===== src/common/typec_cc_regs.vh =====
// Register offsets, field positions, reset values and timing counts of the CC controller
`ifndef TYPEC_CC_REGS_VH
`define TYPEC_CC_REGS_VH

// ----------------------------------------------------------------
// Register map
// ----------------------------------------------------------------
`define REG_ROLE_TERM_CTRL 8'h0a
`define REG_ADVERTISE 8'h06
`define REG_STATUS 8'h08
`define CTRL_RESET 8'h00
`define ADV_RESET 2'h0
`define CTRL_TERM_OFF_BIT 0
`define CTRL_ROLE_HI 5
`define CTRL_ROLE_LO 4
`define ROLE_SEL_FORCE_SRC 2'h2

// ----------------------------------------------------------------
// I2C target
// ----------------------------------------------------------------
// Arbitrary target address
`define I2C_DEV_ADDR 7'h47

// ----------------------------------------------------------------
// Timing
// ----------------------------------------------------------------
`define CLK_KHZ 50000
`define TOGGLE_MS 50
`define DEBOUNCE_MS 150
`define TOGGLE_CYCLES (`TOGGLE_MS * `CLK_KHZ)
`define DEBOUNCE_CYCLES (`DEBOUNCE_MS * `CLK_KHZ)
`define STRAP_SETTLE_CYCLES 3'h4

`endif


===== src/typec_port_role_cc_control.v =====
// Type-C configuration-channel control: role strap, attach, current, VCONN, orientation, I2C
`timescale 1ns/1ps
`include "typec_cc_regs.vh"

// How it works
// RULE_01 - Three-level strap: high means source, low means sink, floating means dual-role.
// RULE_02 - Strap is captured once after reset and held until the next reset.
// RULE_03 - With a floating strap, role-select field 2'b10 forces source-only operation.
// RULE_04 - Source-only role presents pull-ups on both CC lines continuously.
// RULE_05 - Source advertises default current, retuned to the strap or register level.
// RULE_06 - In attached-source state the attach indicator is driven low.
// RULE_07 - VCONN goes to the unused CC line only when an active cable sits there.
// RULE_08 - Host forces source by: termination off, role field 2'b10, termination on.
// RULE_09 - Attach indicator stays high until VBUS reaches safe-zero, then goes low.
// RULE_10 - Sink-only role presents pull-downs on both lines and watches attach and current.
// RULE_11 - Sink debounces CC, then waits for VBUS before declaring attach.
// RULE_12 - Attached sink reports current on two pins (GPIO) or a register field (I2C).
// RULE_13 - Orientation from CC lines steers the two-channel 2:1 SuperSpeed mux.
// RULE_14 - Orientation is also driven on its own general-purpose output.
// RULE_15 - No Power Delivery messaging on CC; e-marking and alternate modes unsupported.
// RULE_16 - Dual-role alternates pull-ups on both lines with pull-downs on both lines.
// RULE_17 - Orientation output is high for CC1 and low for CC2.
// RULE_18 - Detach returns to the unattached state, releases indicator, removes VCONN.
module typec_port_role_cc_control #(
  parameter TOGGLE_CYCLES = `TOGGLE_CYCLES,
  parameter DEBOUNCE_CYCLES = `DEBOUNCE_CYCLES
) (
  input wire clock,
  input wire srst,
  input wire scl,
  input wire sda_in,
  input wire role_strap_high,
  input wire role_strap_low,
  input wire i2c_mode,
  input wire [1:0] current_strap,
  input wire cc1_rd_seen,
  input wire cc1_ra_seen,
  input wire cc2_rd_seen,
  input wire cc2_ra_seen,
  input wire [1:0] cc1_rp_level,
  input wire [1:0] cc2_rp_level,
  input wire vbus_present,
  input wire vbus_safe0,
  output reg sda_out,
  output reg sda_oe,
  output reg rp_cc1_en,
  output reg rp_cc2_en,
  output reg [1:0] rp_level,
  output reg rd_cc1_en,
  output reg rd_cc2_en,
  output reg vconn_cc1_en,
  output reg vconn_cc2_en,
  output reg attach_indicator_n,
  output reg current_detect_bit_a,
  output reg current_detect_bit_b,
  output reg orientation,
  output reg mux_select
);

  localparam SYNC_W = 17;
  localparam [SYNC_W-1:0] SYNC_RST = {2'h3, 15'h0000};
  localparam [1:0] SOURCE_ROLE = 2'h0;
  localparam [1:0] SINK_ROLE = 2'h1;
  localparam [1:0] DUAL_ROLE = 2'h2;
  localparam [2:0] ST_UNATT_SRC = 3'h0;
  localparam [2:0] ST_DEB_SRC = 3'h1;
  localparam [2:0] ST_ATT_SRC = 3'h2;
  localparam [2:0] ST_UNATT_SNK = 3'h3;
  localparam [2:0] ST_DEB_SNK = 3'h4;
  localparam [2:0] ST_ATT_SNK = 3'h5;
  localparam [2:0] PH_IDLE = 3'h0;
  localparam [2:0] PH_ADDR = 3'h1;
  localparam [2:0] PH_PTR = 3'h2;
  localparam [2:0] PH_WR = 3'h3;
  localparam [2:0] PH_RD = 3'h4;

  // ----------------------------------------------------------------
  // Pin synchronisers
  // ----------------------------------------------------------------
  wire [SYNC_W-1:0] pins_raw;
  reg [SYNC_W-1:0] sync1_reg;
  reg [SYNC_W-1:0] sync2_reg;
  reg [SYNC_W-1:0] sync3_reg;
  reg [SYNC_W-1:0] pin_reg;
  integer i;

  assign pins_raw = {scl, sda_in, role_strap_high, role_strap_low, i2c_mode, current_strap,
                     cc1_rd_seen, cc1_ra_seen, cc2_rd_seen, cc2_ra_seen, cc1_rp_level,
                     cc2_rp_level, vbus_present, vbus_safe0};

  always @(posedge clock)
  begin
    if (srst)
    begin
      sync1_reg <= SYNC_RST;
      sync2_reg <= SYNC_RST;
      sync3_reg <= SYNC_RST;
      pin_reg <= SYNC_RST;
    end
    else
    begin
      sync1_reg <= pins_raw;
      sync2_reg <= sync1_reg;
      sync3_reg <= sync2_reg;
      for (i = 0; i < SYNC_W; i = i + 1)
        if (sync2_reg[i] == sync3_reg[i])
          pin_reg[i] <= sync3_reg[i];
    end
  end

  wire scl_s = pin_reg[16];
  wire sda_s = pin_reg[15];
  wire strap_hi_s = pin_reg[14];
  wire strap_lo_s = pin_reg[13];
  wire i2c_mode_s = pin_reg[12];
  wire [1:0] cur_strap_s = pin_reg[11:10];
  wire cc1_rd_s = pin_reg[9];
  wire cc1_ra_s = pin_reg[8];
  wire cc2_rd_s = pin_reg[7];
  wire cc2_ra_s = pin_reg[6];
  wire [1:0] cc1_lvl_s = pin_reg[5:4];
  wire [1:0] cc2_lvl_s = pin_reg[3:2];
  wire vbus_s = pin_reg[1];
  wire safe0_s = pin_reg[0];

  // ----------------------------------------------------------------
  // Role strap capture
  // ----------------------------------------------------------------
  // Sampled only once the synchronisers have filled after reset
  reg [2:0] settle_reg;
  reg [1:0] strap_role_reg;
  reg strap_done_reg;

  always @(posedge clock)
  begin
    if (srst)
    begin
      settle_reg <= 3'h0;
      strap_role_reg <= DUAL_ROLE;
      strap_done_reg <= 1'b0;
    end
    else if (!strap_done_reg)
    begin
      settle_reg <= settle_reg + 3'h1;
      if (settle_reg == `STRAP_SETTLE_CYCLES)
      begin
        strap_done_reg <= 1'b1; // RULE_02
        strap_role_reg <= strap_hi_s ? SOURCE_ROLE : (strap_lo_s ? SINK_ROLE : DUAL_ROLE); // RULE_01
      end
    end
  end

  // ----------------------------------------------------------------
  // Registers
  // ----------------------------------------------------------------
  reg [7:0] ctrl_reg;
  reg [1:0] adv_reg;
  reg [2:0] state_reg;
  reg orient_reg;
  reg [1:0] det_cur_reg;
  wire term_off = ctrl_reg[`CTRL_TERM_OFF_BIT];
  wire force_src = (ctrl_reg[`CTRL_ROLE_HI:`CTRL_ROLE_LO] == `ROLE_SEL_FORCE_SRC);
  wire [1:0] role = (strap_role_reg == DUAL_ROLE && force_src) ? SOURCE_ROLE
                    : strap_role_reg; // RULE_03 RULE_08
  wire att_src = (state_reg == ST_ATT_SRC);
  wire att_snk = (state_reg == ST_ATT_SNK);
  wire [7:0] status_word = {3'h0, att_snk, att_src, orient_reg, det_cur_reg};

  function [7:0] read_mux;
    input [7:0] addr;
    begin
      case (addr)
        `REG_ROLE_TERM_CTRL: read_mux = ctrl_reg;
        `REG_ADVERTISE: read_mux = {6'h00, adv_reg};
        `REG_STATUS: read_mux = status_word;
        default: read_mux = 8'h00;
      endcase
    end
  endfunction

  // ----------------------------------------------------------------
  // I2C target
  // ----------------------------------------------------------------
  reg scl_d_reg;
  reg sda_d_reg;
  reg [2:0] phase_reg;
  reg [3:0] bit_reg;
  reg [7:0] shift_reg;
  reg [7:0] ptr_reg;
  wire [7:0] rd_byte = read_mux(ptr_reg);
  wire scl_rise = scl_s & ~scl_d_reg;
  wire scl_fall = ~scl_s & scl_d_reg;
  wire start_seen = scl_s & scl_d_reg & sda_d_reg & ~sda_s;
  wire stop_seen = scl_s & scl_d_reg & ~sda_d_reg & sda_s;

  always @(posedge clock)
  begin
    if (srst)
    begin
      scl_d_reg <= 1'b1;
      sda_d_reg <= 1'b1;
      phase_reg <= PH_IDLE;
      bit_reg <= 4'h0;
      shift_reg <= 8'h00;
      ptr_reg <= 8'h00;
      ctrl_reg <= `CTRL_RESET;
      adv_reg <= `ADV_RESET;
      sda_oe <= 1'b0;
      sda_out <= 1'b0;
    end
    else
    begin
      scl_d_reg <= scl_s;
      sda_d_reg <= sda_s;
      if (start_seen)
      begin
        phase_reg <= PH_ADDR;
        bit_reg <= 4'h0;
        sda_oe <= 1'b0;
      end
      else if (stop_seen)
      begin
        phase_reg <= PH_IDLE;
        sda_oe <= 1'b0;
      end
      else if (phase_reg != PH_IDLE && scl_rise)
      begin
        if (bit_reg < 4'h8)
        begin
          shift_reg <= {shift_reg[6:0], (phase_reg == PH_RD) ? 1'b0 : sda_s};
          bit_reg <= bit_reg + 4'h1;
        end
        else
        begin
          // Controller NACK ends a read
          if (phase_reg == PH_RD && sda_s)
            phase_reg <= PH_IDLE;
          bit_reg <= 4'h9;
        end
      end
      else if (phase_reg != PH_IDLE && scl_fall)
      begin
        if (bit_reg == 4'h8)
        begin
          sda_oe <= (phase_reg != PH_RD);
          case (phase_reg)
            PH_ADDR:
            begin
              if (shift_reg[7:1] != `I2C_DEV_ADDR)
              begin
                phase_reg <= PH_IDLE;
                sda_oe <= 1'b0;
              end
              else
                phase_reg <= shift_reg[0] ? PH_RD : PH_PTR;
            end
            PH_PTR:
            begin
              ptr_reg <= shift_reg;
              phase_reg <= PH_WR;
            end
            PH_WR:
            begin
              if (ptr_reg == `REG_ROLE_TERM_CTRL)
                ctrl_reg <= shift_reg; // RULE_08
              if (ptr_reg == `REG_ADVERTISE)
                adv_reg <= shift_reg[1:0];
            end
            default: ;
          endcase
        end
        else if (bit_reg == 4'h9)
        begin
          bit_reg <= 4'h0;
          sda_oe <= 1'b0;
          if (phase_reg == PH_RD)
          begin
            shift_reg <= rd_byte;
            sda_oe <= ~rd_byte[7];
          end
        end
        else if (phase_reg == PH_RD && bit_reg != 4'h0)
          sda_oe <= ~shift_reg[7];
      end
    end
  end

  // ----------------------------------------------------------------
  // Attach state machine
  // ----------------------------------------------------------------
  // No PD message engine exists; CC is only terminated and sensed. RULE_15
  reg [23:0] cnt_reg;
  reg safe0_seen_reg;
  wire sink_seen = cc1_rd_s ^ cc2_rd_s;
  wire src_seen = (cc1_lvl_s != 2'h0) ^ (cc2_lvl_s != 2'h0);
  wire [2:0] unatt_state = (role == SINK_ROLE) ? ST_UNATT_SNK : ST_UNATT_SRC;
  wire toggle_due = (role == DUAL_ROLE) && (cnt_reg == TOGGLE_CYCLES - 1);

  always @(posedge clock)
  begin
    if (srst)
    begin
      state_reg <= ST_UNATT_SRC;
      cnt_reg <= 24'h000000;
      orient_reg <= 1'b1;
      det_cur_reg <= 2'h0;
      safe0_seen_reg <= 1'b0;
    end
    else if (!strap_done_reg || term_off)
    begin
      state_reg <= unatt_state;
      cnt_reg <= 24'h000000;
      safe0_seen_reg <= 1'b0;
    end
    else
    begin
      cnt_reg <= cnt_reg + 24'h000001;
      case (state_reg)
        ST_UNATT_SRC:
        begin
          if (role == SINK_ROLE || toggle_due)
          begin
            state_reg <= ST_UNATT_SNK; // RULE_16
            cnt_reg <= 24'h000000;
          end
          else if (sink_seen)
          begin
            state_reg <= ST_DEB_SRC;
            cnt_reg <= 24'h000000;
          end
        end
        ST_DEB_SRC:
        begin
          if (!sink_seen)
            state_reg <= unatt_state;
          else if (cnt_reg == DEBOUNCE_CYCLES - 1)
          begin
            state_reg <= ST_ATT_SRC;
            orient_reg <= cc1_rd_s; // RULE_13
          end
        end
        ST_ATT_SRC:
        begin
          if (safe0_s)
            safe0_seen_reg <= 1'b1; // RULE_09
          if (!(orient_reg ? cc1_rd_s : cc2_rd_s))
          begin
            state_reg <= unatt_state; // RULE_18
            safe0_seen_reg <= 1'b0;
            cnt_reg <= 24'h000000;
          end
        end
        ST_UNATT_SNK:
        begin
          if (role == SOURCE_ROLE || toggle_due)
          begin
            state_reg <= ST_UNATT_SRC; // RULE_16
            cnt_reg <= 24'h000000;
          end
          else if (src_seen)
          begin
            state_reg <= ST_DEB_SNK;
            cnt_reg <= 24'h000000;
          end
        end
        ST_DEB_SNK:
        begin
          if (!src_seen)
            state_reg <= unatt_state;
          else if (cnt_reg >= DEBOUNCE_CYCLES - 1)
          begin
            cnt_reg <= cnt_reg;
            // Debounce done; attach still needs VBUS
            if (vbus_s)
            begin
              state_reg <= ST_ATT_SNK; // RULE_11
              orient_reg <= (cc1_lvl_s != 2'h0); // RULE_13
            end
          end
        end
        ST_ATT_SNK:
        begin
          det_cur_reg <= orient_reg ? cc1_lvl_s : cc2_lvl_s; // RULE_12
          if (!vbus_s)
          begin
            state_reg <= unatt_state; // RULE_18
            cnt_reg <= 24'h000000;
          end
        end
        default:
          state_reg <= unatt_state;
      endcase
    end
  end

  // ----------------------------------------------------------------
  // Pin drivers
  // ----------------------------------------------------------------
  wire src_face = (state_reg == ST_UNATT_SRC) || (state_reg == ST_DEB_SRC) || att_src;
  // Termination-off drops VCONN and indicator in step with the pull-ups
  wire att_src_live = att_src && !term_off;

  always @(posedge clock)
  begin
    if (srst)
    begin
      rp_cc1_en <= 1'b0;
      rp_cc2_en <= 1'b0;
      rp_level <= 2'h0;
      rd_cc1_en <= 1'b0;
      rd_cc2_en <= 1'b0;
      vconn_cc1_en <= 1'b0;
      vconn_cc2_en <= 1'b0;
      attach_indicator_n <= 1'b1;
      current_detect_bit_a <= 1'b0;
      current_detect_bit_b <= 1'b0;
      orientation <= 1'b1;
      mux_select <= 1'b1;
    end
    else
    begin
      rp_cc1_en <= strap_done_reg && !term_off && src_face; // RULE_04
      rp_cc2_en <= strap_done_reg && !term_off && src_face; // RULE_04
      rd_cc1_en <= strap_done_reg && !term_off && !src_face; // RULE_10
      rd_cc2_en <= strap_done_reg && !term_off && !src_face; // RULE_10
      rp_level <= i2c_mode_s ? adv_reg : cur_strap_s; // RULE_05
      vconn_cc1_en <= att_src_live && !orient_reg && cc1_ra_s; // RULE_07
      vconn_cc2_en <= att_src_live && orient_reg && cc2_ra_s; // RULE_07
      attach_indicator_n <= !(att_src_live && (safe0_seen_reg || safe0_s)); // RULE_06 RULE_09
      current_detect_bit_a <= att_snk && !i2c_mode_s && det_cur_reg[0]; // RULE_12
      current_detect_bit_b <= att_snk && !i2c_mode_s && det_cur_reg[1]; // RULE_12
      orientation <= orient_reg; // RULE_14 RULE_17
      mux_select <= orient_reg; // RULE_13
    end
  end

endmodule

===== config.mk =====
export PLATFORM = sky130hd
export DESIGN_NAME = typec_port_role_cc_control
export DESIGN_NICKNAME = d
export VERILOG_FILES = /design/src/typec_port_role_cc_control.v
export VERILOG_INCLUDE_DIRS = /design/src /design/src/common
export SDC_FILE = /design/constraint.sdc
export NUM_CORES = 1
export LEC_CHECK = 0
export ABC_AREA = 1
export BUFFER_PORTS_ARGS = -buffer_cell sky130_fd_sc_hd__buf_2
export CORE_MARGIN = 2
export CORE_UTILIZATION = 38
export DETAILED_ROUTE_END_ITERATION = 12
export PLACE_DENSITY_LB_ADDON = 0.05
export SLEW_MARGIN = 10
export SYNTH_ARGS = -nofsm -noshare
export SYNTH_HDL_FRONTEND = slang
export SYNTH_SLANG_ARGS = --single-unit

===== constraint.sdc =====
create_clock -name clock -period 3.5 [get_ports clock]
set_input_delay 0.875 -clock clock [delete_from_list [all_inputs] [get_ports clock]]
set_output_delay 0.875 -clock clock [all_outputs]
set_load 0.05 [all_outputs]

# Word level (Yosys, flattened, before mapping)
# Cells that the tools add are included.
[totals]
regBits = 151
in_bits = 19
[classes]
n_addsub = 3
magnitude_cmp = 2
eq_ne = 60
muxes = 68
bitwise = 20
reduce_logical = 62
[op_table]
columns = ["operator", "count"]
rows = [
  ["24-bit 2-to-1 mux", 8],
  ["24-bit one-hot mux with 5 select lines", 1],
  ["3-bit 2-to-1 mux", 19],
  ["8-bit 2-to-1 mux", 6],
  ["7-bit AND reduction", 5],
  ["24-bit by 1-bit adder with 24-bit output (second input constant)", 1],
  ["24-bit by 22-bit == test with 1-bit output (second input constant)", 1],
  ["24-bit by 23-bit == test with 1-bit output (second input constant)", 1],
  ["24-bit by 23-bit >= comparator with 1-bit output (second input constant)", 1],
  ["4-bit inequality test (second input constant)", 6],
  ["8-bit one-hot mux with 3 select lines", 1],
  ["4-bit 2-to-1 mux", 5],
  ["1-bit 2-to-1 mux", 19],
  ["1-bit logical AND", 18],
  ["3-bit one-hot mux with 6 select lines", 1],
  ["1-bit == test", 17],
  ["8-bit by 4-bit == test with 1-bit output (second input constant)", 2],
  ["2-bit inequality test (second input constant)", 8],
  ["2-bit nonzero test", 7],
  ["3-bit by 2-bit == test with 1-bit output (second input constant)", 4],
  ["3-bit == test (second input constant)", 4],
  ["2-bit 2-to-1 mux", 6],
  ["4-bit nonzero test", 3],
  ["1-bit inverter", 11],
  ["30 further kinds", 60],
]

# Logic depth before layout (Yosys ltp)
# Gate-level depths: netlist of run 1.
[logic_depth]
depth_word = 9
mapped_depth = 14
mapped_depth_nobuf = 14

# Worst setup path after synthesis of run 1
# Ideal clock, no wire load.
[synth_timing]
kind = "input port to flip-flop"
startpoint = "input port srst"
endpoint = "register strap_role_reg[1]"
setup_ns = 0.137
arrival_time_ns = 1.739
required_ns = 3.363
setup_slack_ns = 1.624
stages = 5
path_cell_list = "clkbuf_1 > inv_1 > clkbuf_1 > clkbuf_1 > o211ai_1"
[synth_rtl]
columns = ["item", "line", "rtl"]
rows = [
  ["start: declaration", "typec_port_role_cc_control.v:29", "input wire srst,"],
  ["end signal: assignment", "typec_port_role_cc_control.v:148", "strap_role_reg <= strap_hi_s ? SOURCE_ROLE : (strap_lo_s ? SINK_ROLE : DUAL_ROLE);"],
  ["end: declaration", "typec_port_role_cc_control.v:131", "reg [1:0] strap_role_reg;"],
]
# No word-level cell between the ends.

# Worst setup path after layout of run 1
[layout_timing]
startpoint = "register strap_done_reg"
endpoint = "register cnt_reg[22]"
[layout_via]
elab_chain_len = 3
[layout_lines]
columns = ["item", "line", "rtl"]
rows = [
  ["start: declaration", "typec_port_role_cc_control.v:132", "reg strap_done_reg;"],
  ["start signal: assignment", "typec_port_role_cc_control.v:140", "strap_done_reg <= 1'b0;"],
  ["start signal: assignment", "typec_port_role_cc_control.v:147", "strap_done_reg <= 1'b1;"],
  ["1-bit logical NOT", "typec_port_role_cc_control.v:309", "else if (!strap_done_reg || term_off)"],
  ["1-bit logical OR", "typec_port_role_cc_control.v:309", ""],
  ["2-bit OR reduction (no line)", "-", ""],
  ["end signal: assignment", "typec_port_role_cc_control.v:317", "cnt_reg <= cnt_reg + 24'h000001;"],
  ["end signal: assignment", "typec_port_role_cc_control.v:372", "cnt_reg <= cnt_reg;"],
  ["end: declaration", "typec_port_role_cc_control.v:292", "reg [23:0] cnt_reg;"],
]
# Every way passes these cells.
# A chain may end at the register's enable or synchronous reset.

==> results_dict.tcl, run 1 <==
set metrics [dict create \
    run_status "finished, final reports clean" \
    clk_pin_slew_ns 0.07 \
    power_density_nw_per_um2 489.4 \
    tns_ns 0 \
    drtPass1Iterations 5 \
    hold_slack_ns 0.4015 \
    synthFlopType "dfxtp_1" \
    yosysWarnings 0 \
    placementRows 48 \
    synth_seq_cells 151 \
    hp-start "sync1_reg[14]" \
    clock-sinks 151 \
    vias 5667 \
    grt_pass1_vias 5348 \
    num_io_pins 34 \
    rr_worst_depth 9 \
    cts_buffers 17 \
    min_path_type "reg2reg" \
    post_synth_num_cell_types 42 \
    routed_via_density 4.738 \
    synth_edf_count 0 \
    drive_above_1_share_pct 12.15 \
    max_cap_viol_count 0 \
    finalWorstSetupSlack_ns 1.389 \
    synthTopCellsByArea "dfxtp_1 (45%), nor2_1 (8.3%), inv_1 (8.1%)" \
    overflow 0 \
    post-synth-top-count-cell "dfxtp_1" \
    syn_to_final_growth_pct 14.44 \
    critPathTopFamily "simple AND/OR/NAND/NOR gates" \
    num_antenna_cells 0 \
    slew_violations 0 \
    worstHoldPathCells 2 \
    largest_reg_flops 24 \
    grtUsageTotal_pct 17.19 \
    cts.hold.buffers_added 0 \
    max_stage_delay_ns 0.58 \
    clockRootBuffer "clkbuf_16" \
    drtIter0Drc 302 \
    htreeDepth 4 \
    crit_top_cell "nor2_1" \
    finalSetupViolCount 0 \
    reg2reg_from "strap_done_reg" \
    grt_setup_unrepaired "no" \
    fp.coreArea_um2 17240 \
    critPathLaunchType "flip-flop" \
    final_util_pct 44.24 \
    yosysTopAreaCellShare_pct 45.36 \
    tritoncts "built" \
    start_util_pct 38.66 \
    crit_chain "inv_2 -> nor2_1 -> inv_2 -> nor2_1 -> buf_4 -> inv_1 -> a21oi_1 -> o21ai_0 -> nor2_1" \
    r2r-end "cnt_reg[22]" \
    crit_arrival_ns 2.48 \
    p_leak_nw 3.166 \
    worst_path_max_delay_cell "nor2_1" \
    dieArea_um2 18610 \
    cts_setup_buffers 0 \
    drc 0 \
    timing.final.crit_period_ns 2.111 \
    min_to "sync2_reg[14]" \
    gp_congestion 0.8317 \
    clkLatencyLatePin_ns 0.43 \
    required_ns 3.87 \
    ir_drop_mv 0.3842 \
    grt_max_degree 71 \
    async_reset_ff_share_pct 0 \
    endpoint_kind "flip-flop" \
    cp.depth 9 \
    crit_buf_inv 4 \
    fmax_ghz 0.4737 \
    syn_area_um2 6664 \
    cp_max_fo 15 \
    io_buffers 32 \
    dpl_worst_slack_ns 1.340 \
    skew_ns 0.01050 \
    synth_area_leader_cell "dfxtp_1" \
    slew_headroom_pct 49.72 \
    die_w_um 136.4 \
    antenna_found_initial 0 \
    synth_nets 952 \
    grt_pass1_wl_mm 25.50 \
    r2r_slack_ns 1.39 \
    synthCells 927 \
    tightest_slew_ns 0.7514 \
    hold_viol 0 \
    syn_area_per_cell_um2 7.189 \
    routed_wl_mm 14.82 \
    dp_hpwl_mm 10.64 \
    die_h_um 136.4 \
    worst-setup-path-type "reg2reg" \
    ys_top_cells_by_count "dfxtp_1 (151), nor2_1 (147), inv_1 (143)" \
    clockBufferDepth 2 \
    final_nets 983 \
    detail-route-antenna-nets 0 \
    finalCritPeriodShare_pct 60.32 \
    ys_seq_area_share_pct 45.36 \
    post_drt_wl_per_cell_um 12.39 \
    cts_resized 0 \
]
-- layout by cell type (no fill, tap or decap), types with 2 or more instances in the layout --
cell type,synthesis,routed
clkinv_8,0,6
nor2_2,11,11
a211oi_1,12,12
inv_6,0,4
nand4_2,2,2
nand2_1,134,134
a21oi_1,74,74
nor3_1,20,20
o221ai_1,2,2
nand4_1,11,11
o22ai_1,4,4
o31ai_1,2,2
dfxtp_1,151,151
inv_2,9,9
o21bai_1,3,3
xor2_1,7,7
nand3_1,58,58
nand2_4,2,2
o21ai_1,7,7
inv_1,143,143
nor2_1,147,147
clkbuf_16,0,17
nor3_2,8,8
o21ai_0,58,58
buf_2,3,32
buf_4,6,4
a31oi_1,6,6
nand2_2,3,3
inv_8,0,3
ha_1,6,6
or2_2,9,9
-- metal layers --
metal  global-route usage, %  wire [µm]
met2                   27.28       6663
met1                   22.86       7468
met3                   4.027        428
met4                   6.019        256
met5                       0          0
-- cells by family (layout without fill, tap and decap cells) --
| logic type | count (synthesis) | after routing | synth area share [%] |
|---|---|---|---|
| simple gates | 410 | 410 | 27.60 |
| buf+inv | 179 | 223 | 10.74 |
| compound gates | 172 | 172 | 14.06 |
| flops | 151 | 151 | 45.36 |
| xor+xnor | 8 | 8 | 1.051 |
| fa+ha+maj | 6 | 6 | 1.127 |
| other cells | 1 | 1 | 0.05627 |
-- where the power goes --
| part | internal, mW | switching (mW) | total, mW |
|---|---|---|---|
| Sequential | 1.75 | 0.0158 | 1.77 |
| Clock | 0.966 | 0.863 | 1.83 |
| Combinational | 0.0460 | 0.0913 | 0.137 |
| Total | 2.76 | 0.970 | 3.73 |
-- through the flow --
step,cells,power [mW],cell area (µm²)
floorplan,927,1.905,6664
global placement,1164,1.945,7020
detailed placement,1164,1.945,7020
CTS,1196,3.791,7626
global route,1196,3.887,7626
finish,1196,3.732,7626
-- cell type report --
type                       instances  area, µm²
sequential                       151       3023
tap                              225      281.5
multi-input combinational        597       2925
clock buffer                      17      425.4
timing repair buffer              37      210.2
clock inverter                    15      180.2
fill                            1796       9610
inverter                         154      580.6
-- tightest hold or removal path, stage by stage, from the launching register on --
cell,delay [ns]
dfxtp_1,0.30
inv_1,0.04
nor2_1,0.03
-- worst max path at each step --
stage | startpoint | to | slack [ns]
final | strap_done_reg | cnt_reg[22] | 1.39
after global routing | phase_reg[2] | shift_reg[1] | 1.19
after CTS | strap_done_reg | cnt_reg[22] | 1.41
after detailed placement | srst | phase_reg[2] | 1.34
after global placement | srst | phase_reg[1] | 1.37
after floorplan | srst | strap_role_reg[1] | 1.62
No activity file was read; power rests on OpenSTA's default activity.
==> run 2, diff against run 1 <==
==> constraint.sdc (replaced) <==
create_clock -name clock -period 2.11 [get_ports clock]
set_input_delay 0.5275 -clock clock [delete_from_list [all_inputs] [get_ports clock]]
set_output_delay 0.5275 -clock clock [all_outputs]
set_load 0.05 [all_outputs]
==> run 2 against run 1 <==
Final cell count increased by 1.2%. Hold slack got worse by 0.12 ns. Count of clock-buffer cells in the layout increased by 2. Utilization increased by 0.31 points. Maximum frequency increased by 9.8%. Wire length about the same. Worst setup slack got worse by 1.2 ns. Non-clock buffer count increased by 14. Sequential power increased by 66%. Critical path depth increased by 2. Register-to-register slack got worse by 1.2 ns.
==> results_dict.tcl, run 2 (synthesis gave the netlist of run 1 again) <==
set metrics [dict create \
    grt_pass1_wl_mm 25.34 \
    tritoncts "built" \
    power_density_nw_per_um2 780.7 \
    r2r-end "cnt_reg[12]" \
    clock-sinks 151 \
    clockBufferDepth 2 \
    rr_worst_depth 11 \
    fmax_ghz 0.5199 \
    gp_congestion 0.8434 \
    min_to "sync1_reg[16]" \
    hp-start "scl" \
    finalCritPeriodShare_pct 91.16 \
    clk_pin_slew_ns 0.07 \
    required_ns 2.41 \
    drive_above_1_share_pct 13.20 \
    die_w_um 136.4 \
    crit_buf_inv 0 \
    detail-route-antenna-nets 0 \
    io_buffers 32 \
    reg2reg_from "cnt_reg[0]" \
    grt_pass1_vias 5200 \
    grtUsageTotal_pct 17.29 \
    overflow 0 \
    final_cell_mix "dfxtp_1 (151), nor2_1 (147), inv_1 (143)" \
    p_leak_nw 3.180 \
    worst-setup-path-type "reg2reg" \
    max_stage_delay_ns 0.38 \
    crit_chain "ha_1 -> nand2_1 -> nor2_4 -> nand3_1 -> nor2_1 -> nand3_1 -> nand2_1 -> nand3_1 -> nand3b_4 -> nand2_8 -> nor2_1" \
    layout_commonest_cell "dfxtp_1" \
    cts_buffers 17 \
    critPathLaunchType "flip-flop" \
    num_io_pins 34 \
    dieArea_um2 18610 \
    crit_top_cell "nand3_1" \
    start_util_pct 38.66 \
    clockRootBuffer "clkbuf_16" \
    placementRows 48 \
    worst_path_max_delay_cell "dfxtp_1" \
    p_total_mw 5.996 \
    largest_reg_flops 24 \
    die_h_um 136.4 \
    fp.coreArea_um2 17240 \
    routed_wl_mm 14.81 \
    skew_ns 0.02496 \
    crit_arrival_ns 2.23 \
    grt_max_degree 41 \
    worstHoldPathCells 2 \
    final_nets 997 \
    htreeDepth 4 \
    timing.final.crit_period_ns 1.923 \
    finalSetupViolCount 0 \
    clkLatencyLatePin_ns 0.43 \
    num_antenna_cells 0 \
    hold_viol 0 \
    routed_via_density 4.695 \
    ir_drop_mv 0.5865 \
    dp_hpwl_mm 10.69 \
    cp_max_fo 10 \
    drc 0 \
    r2r_slack_ns 0.19 \
    run_status "finished, final reports clean" \
    drtPass1Iterations 7 \
    post_drt_wl_per_cell_um 12.24 \
    syn_to_final_growth_pct 15.25 \
    critPathTopFamily "simple AND/OR/NAND/NOR gates" \
    final_util_pct 44.56 \
    endpoint_kind "flip-flop" \
    max_cap_viol_count 0 \
    vias 5681 \
    min_path_type "in2reg" \
    slew_violations 0 \
    drtIter0Drc 296 \
    antenna_found_initial 0 \
]
-- run 2: changes by cell type in the layout (fill, tap and decap cells not counted), sizes merged --
cell | previous run | this run
buf | 37 | 51
clkbuf | 17 | 19
clkinv | 9 | 4
clkinvlp | 0 | 3
-- run 2: area by class of cell --
type | count | area, µm²
fill | 1785 | 9557
sequential | 151 | 3023
multi-input combinational | 597 | 2948
inverter | 154 | 580.6
clock buffer | 19 | 432.9
timing repair buffer | 51 | 302.8
tap | 225 | 281.5
clock inverter | 13 | 111.4
-- run 2: worst reg2reg max path: cells and delay by family, from the launching register on --
| family | cells | cell delay, ns |
|---|---|---|
| simple gates | 10 | 1.24 |
| flops | 1 | 0.38 |
| fa+ha+maj | 1 | 0.21 |
-- run 2: routing by layer --
metal	wire [µm]	up-vias	GRT usage (%)
met5	0	-	0
li1	-	3060	-
met2	6589	85	25.91
met4	197	0	6.192
met3	379	15	3.542
met1	7640	2521	24.53
-- run 2: power by group --
part           switching, mW  internal (mW)  total [mW]
sequential            0.0263           2.90        2.93
clock                   1.29           1.54        2.83
combinational          0.155         0.0829       0.237
total                   1.47           4.53        6.00
-- run 2: repair_timing --
item                       in CTS  in global routing
resized for setup               0                  3
setup endpoints to repair       0                 15
hold buffers                    0                  0
buffers inserted                0                  0
-- run 2: stage by stage --
stage	hold WS, ns	setup TNS, ns	cells	area, µm²	setup WS [ns]
after floorplan	0.3883	0	927	6664	0.4498
after global placement	0.3891	0	1178	7113	0.1879
after detailed placement	0.3921	0	1178	7113	0.1638
after CTS	0.2706	0	1210	7657	0.1453
after global routing	0.2693	-0.03322	1210	7680	-0.01506
final	0.2853	0	1210	7680	0.1866
-- run 2: how the worst max path moves through the flow --
| stage | startpoint | end | slack, ns | cells after the start |
|---|---|---|---|---|
| 3_5_place_dp | cnt_reg[0] | cnt_reg[3] | 0.16 | 11 |
| 3_3_place_gp | cnt_reg[0] | cnt_reg[10] | 0.19 | 11 |
| 4_1_cts | cnt_reg[0] | cnt_reg[12] | 0.15 | 11 |
| 5_1_grt | cnt_reg[0] | cnt_reg[16] | -0.02 | 11 |
| 6_report | cnt_reg[0] | cnt_reg[12] | 0.19 | 11 |
| 2_1_floorplan | cnt_reg[0] | cnt_reg[23] | 0.45 | 12 |
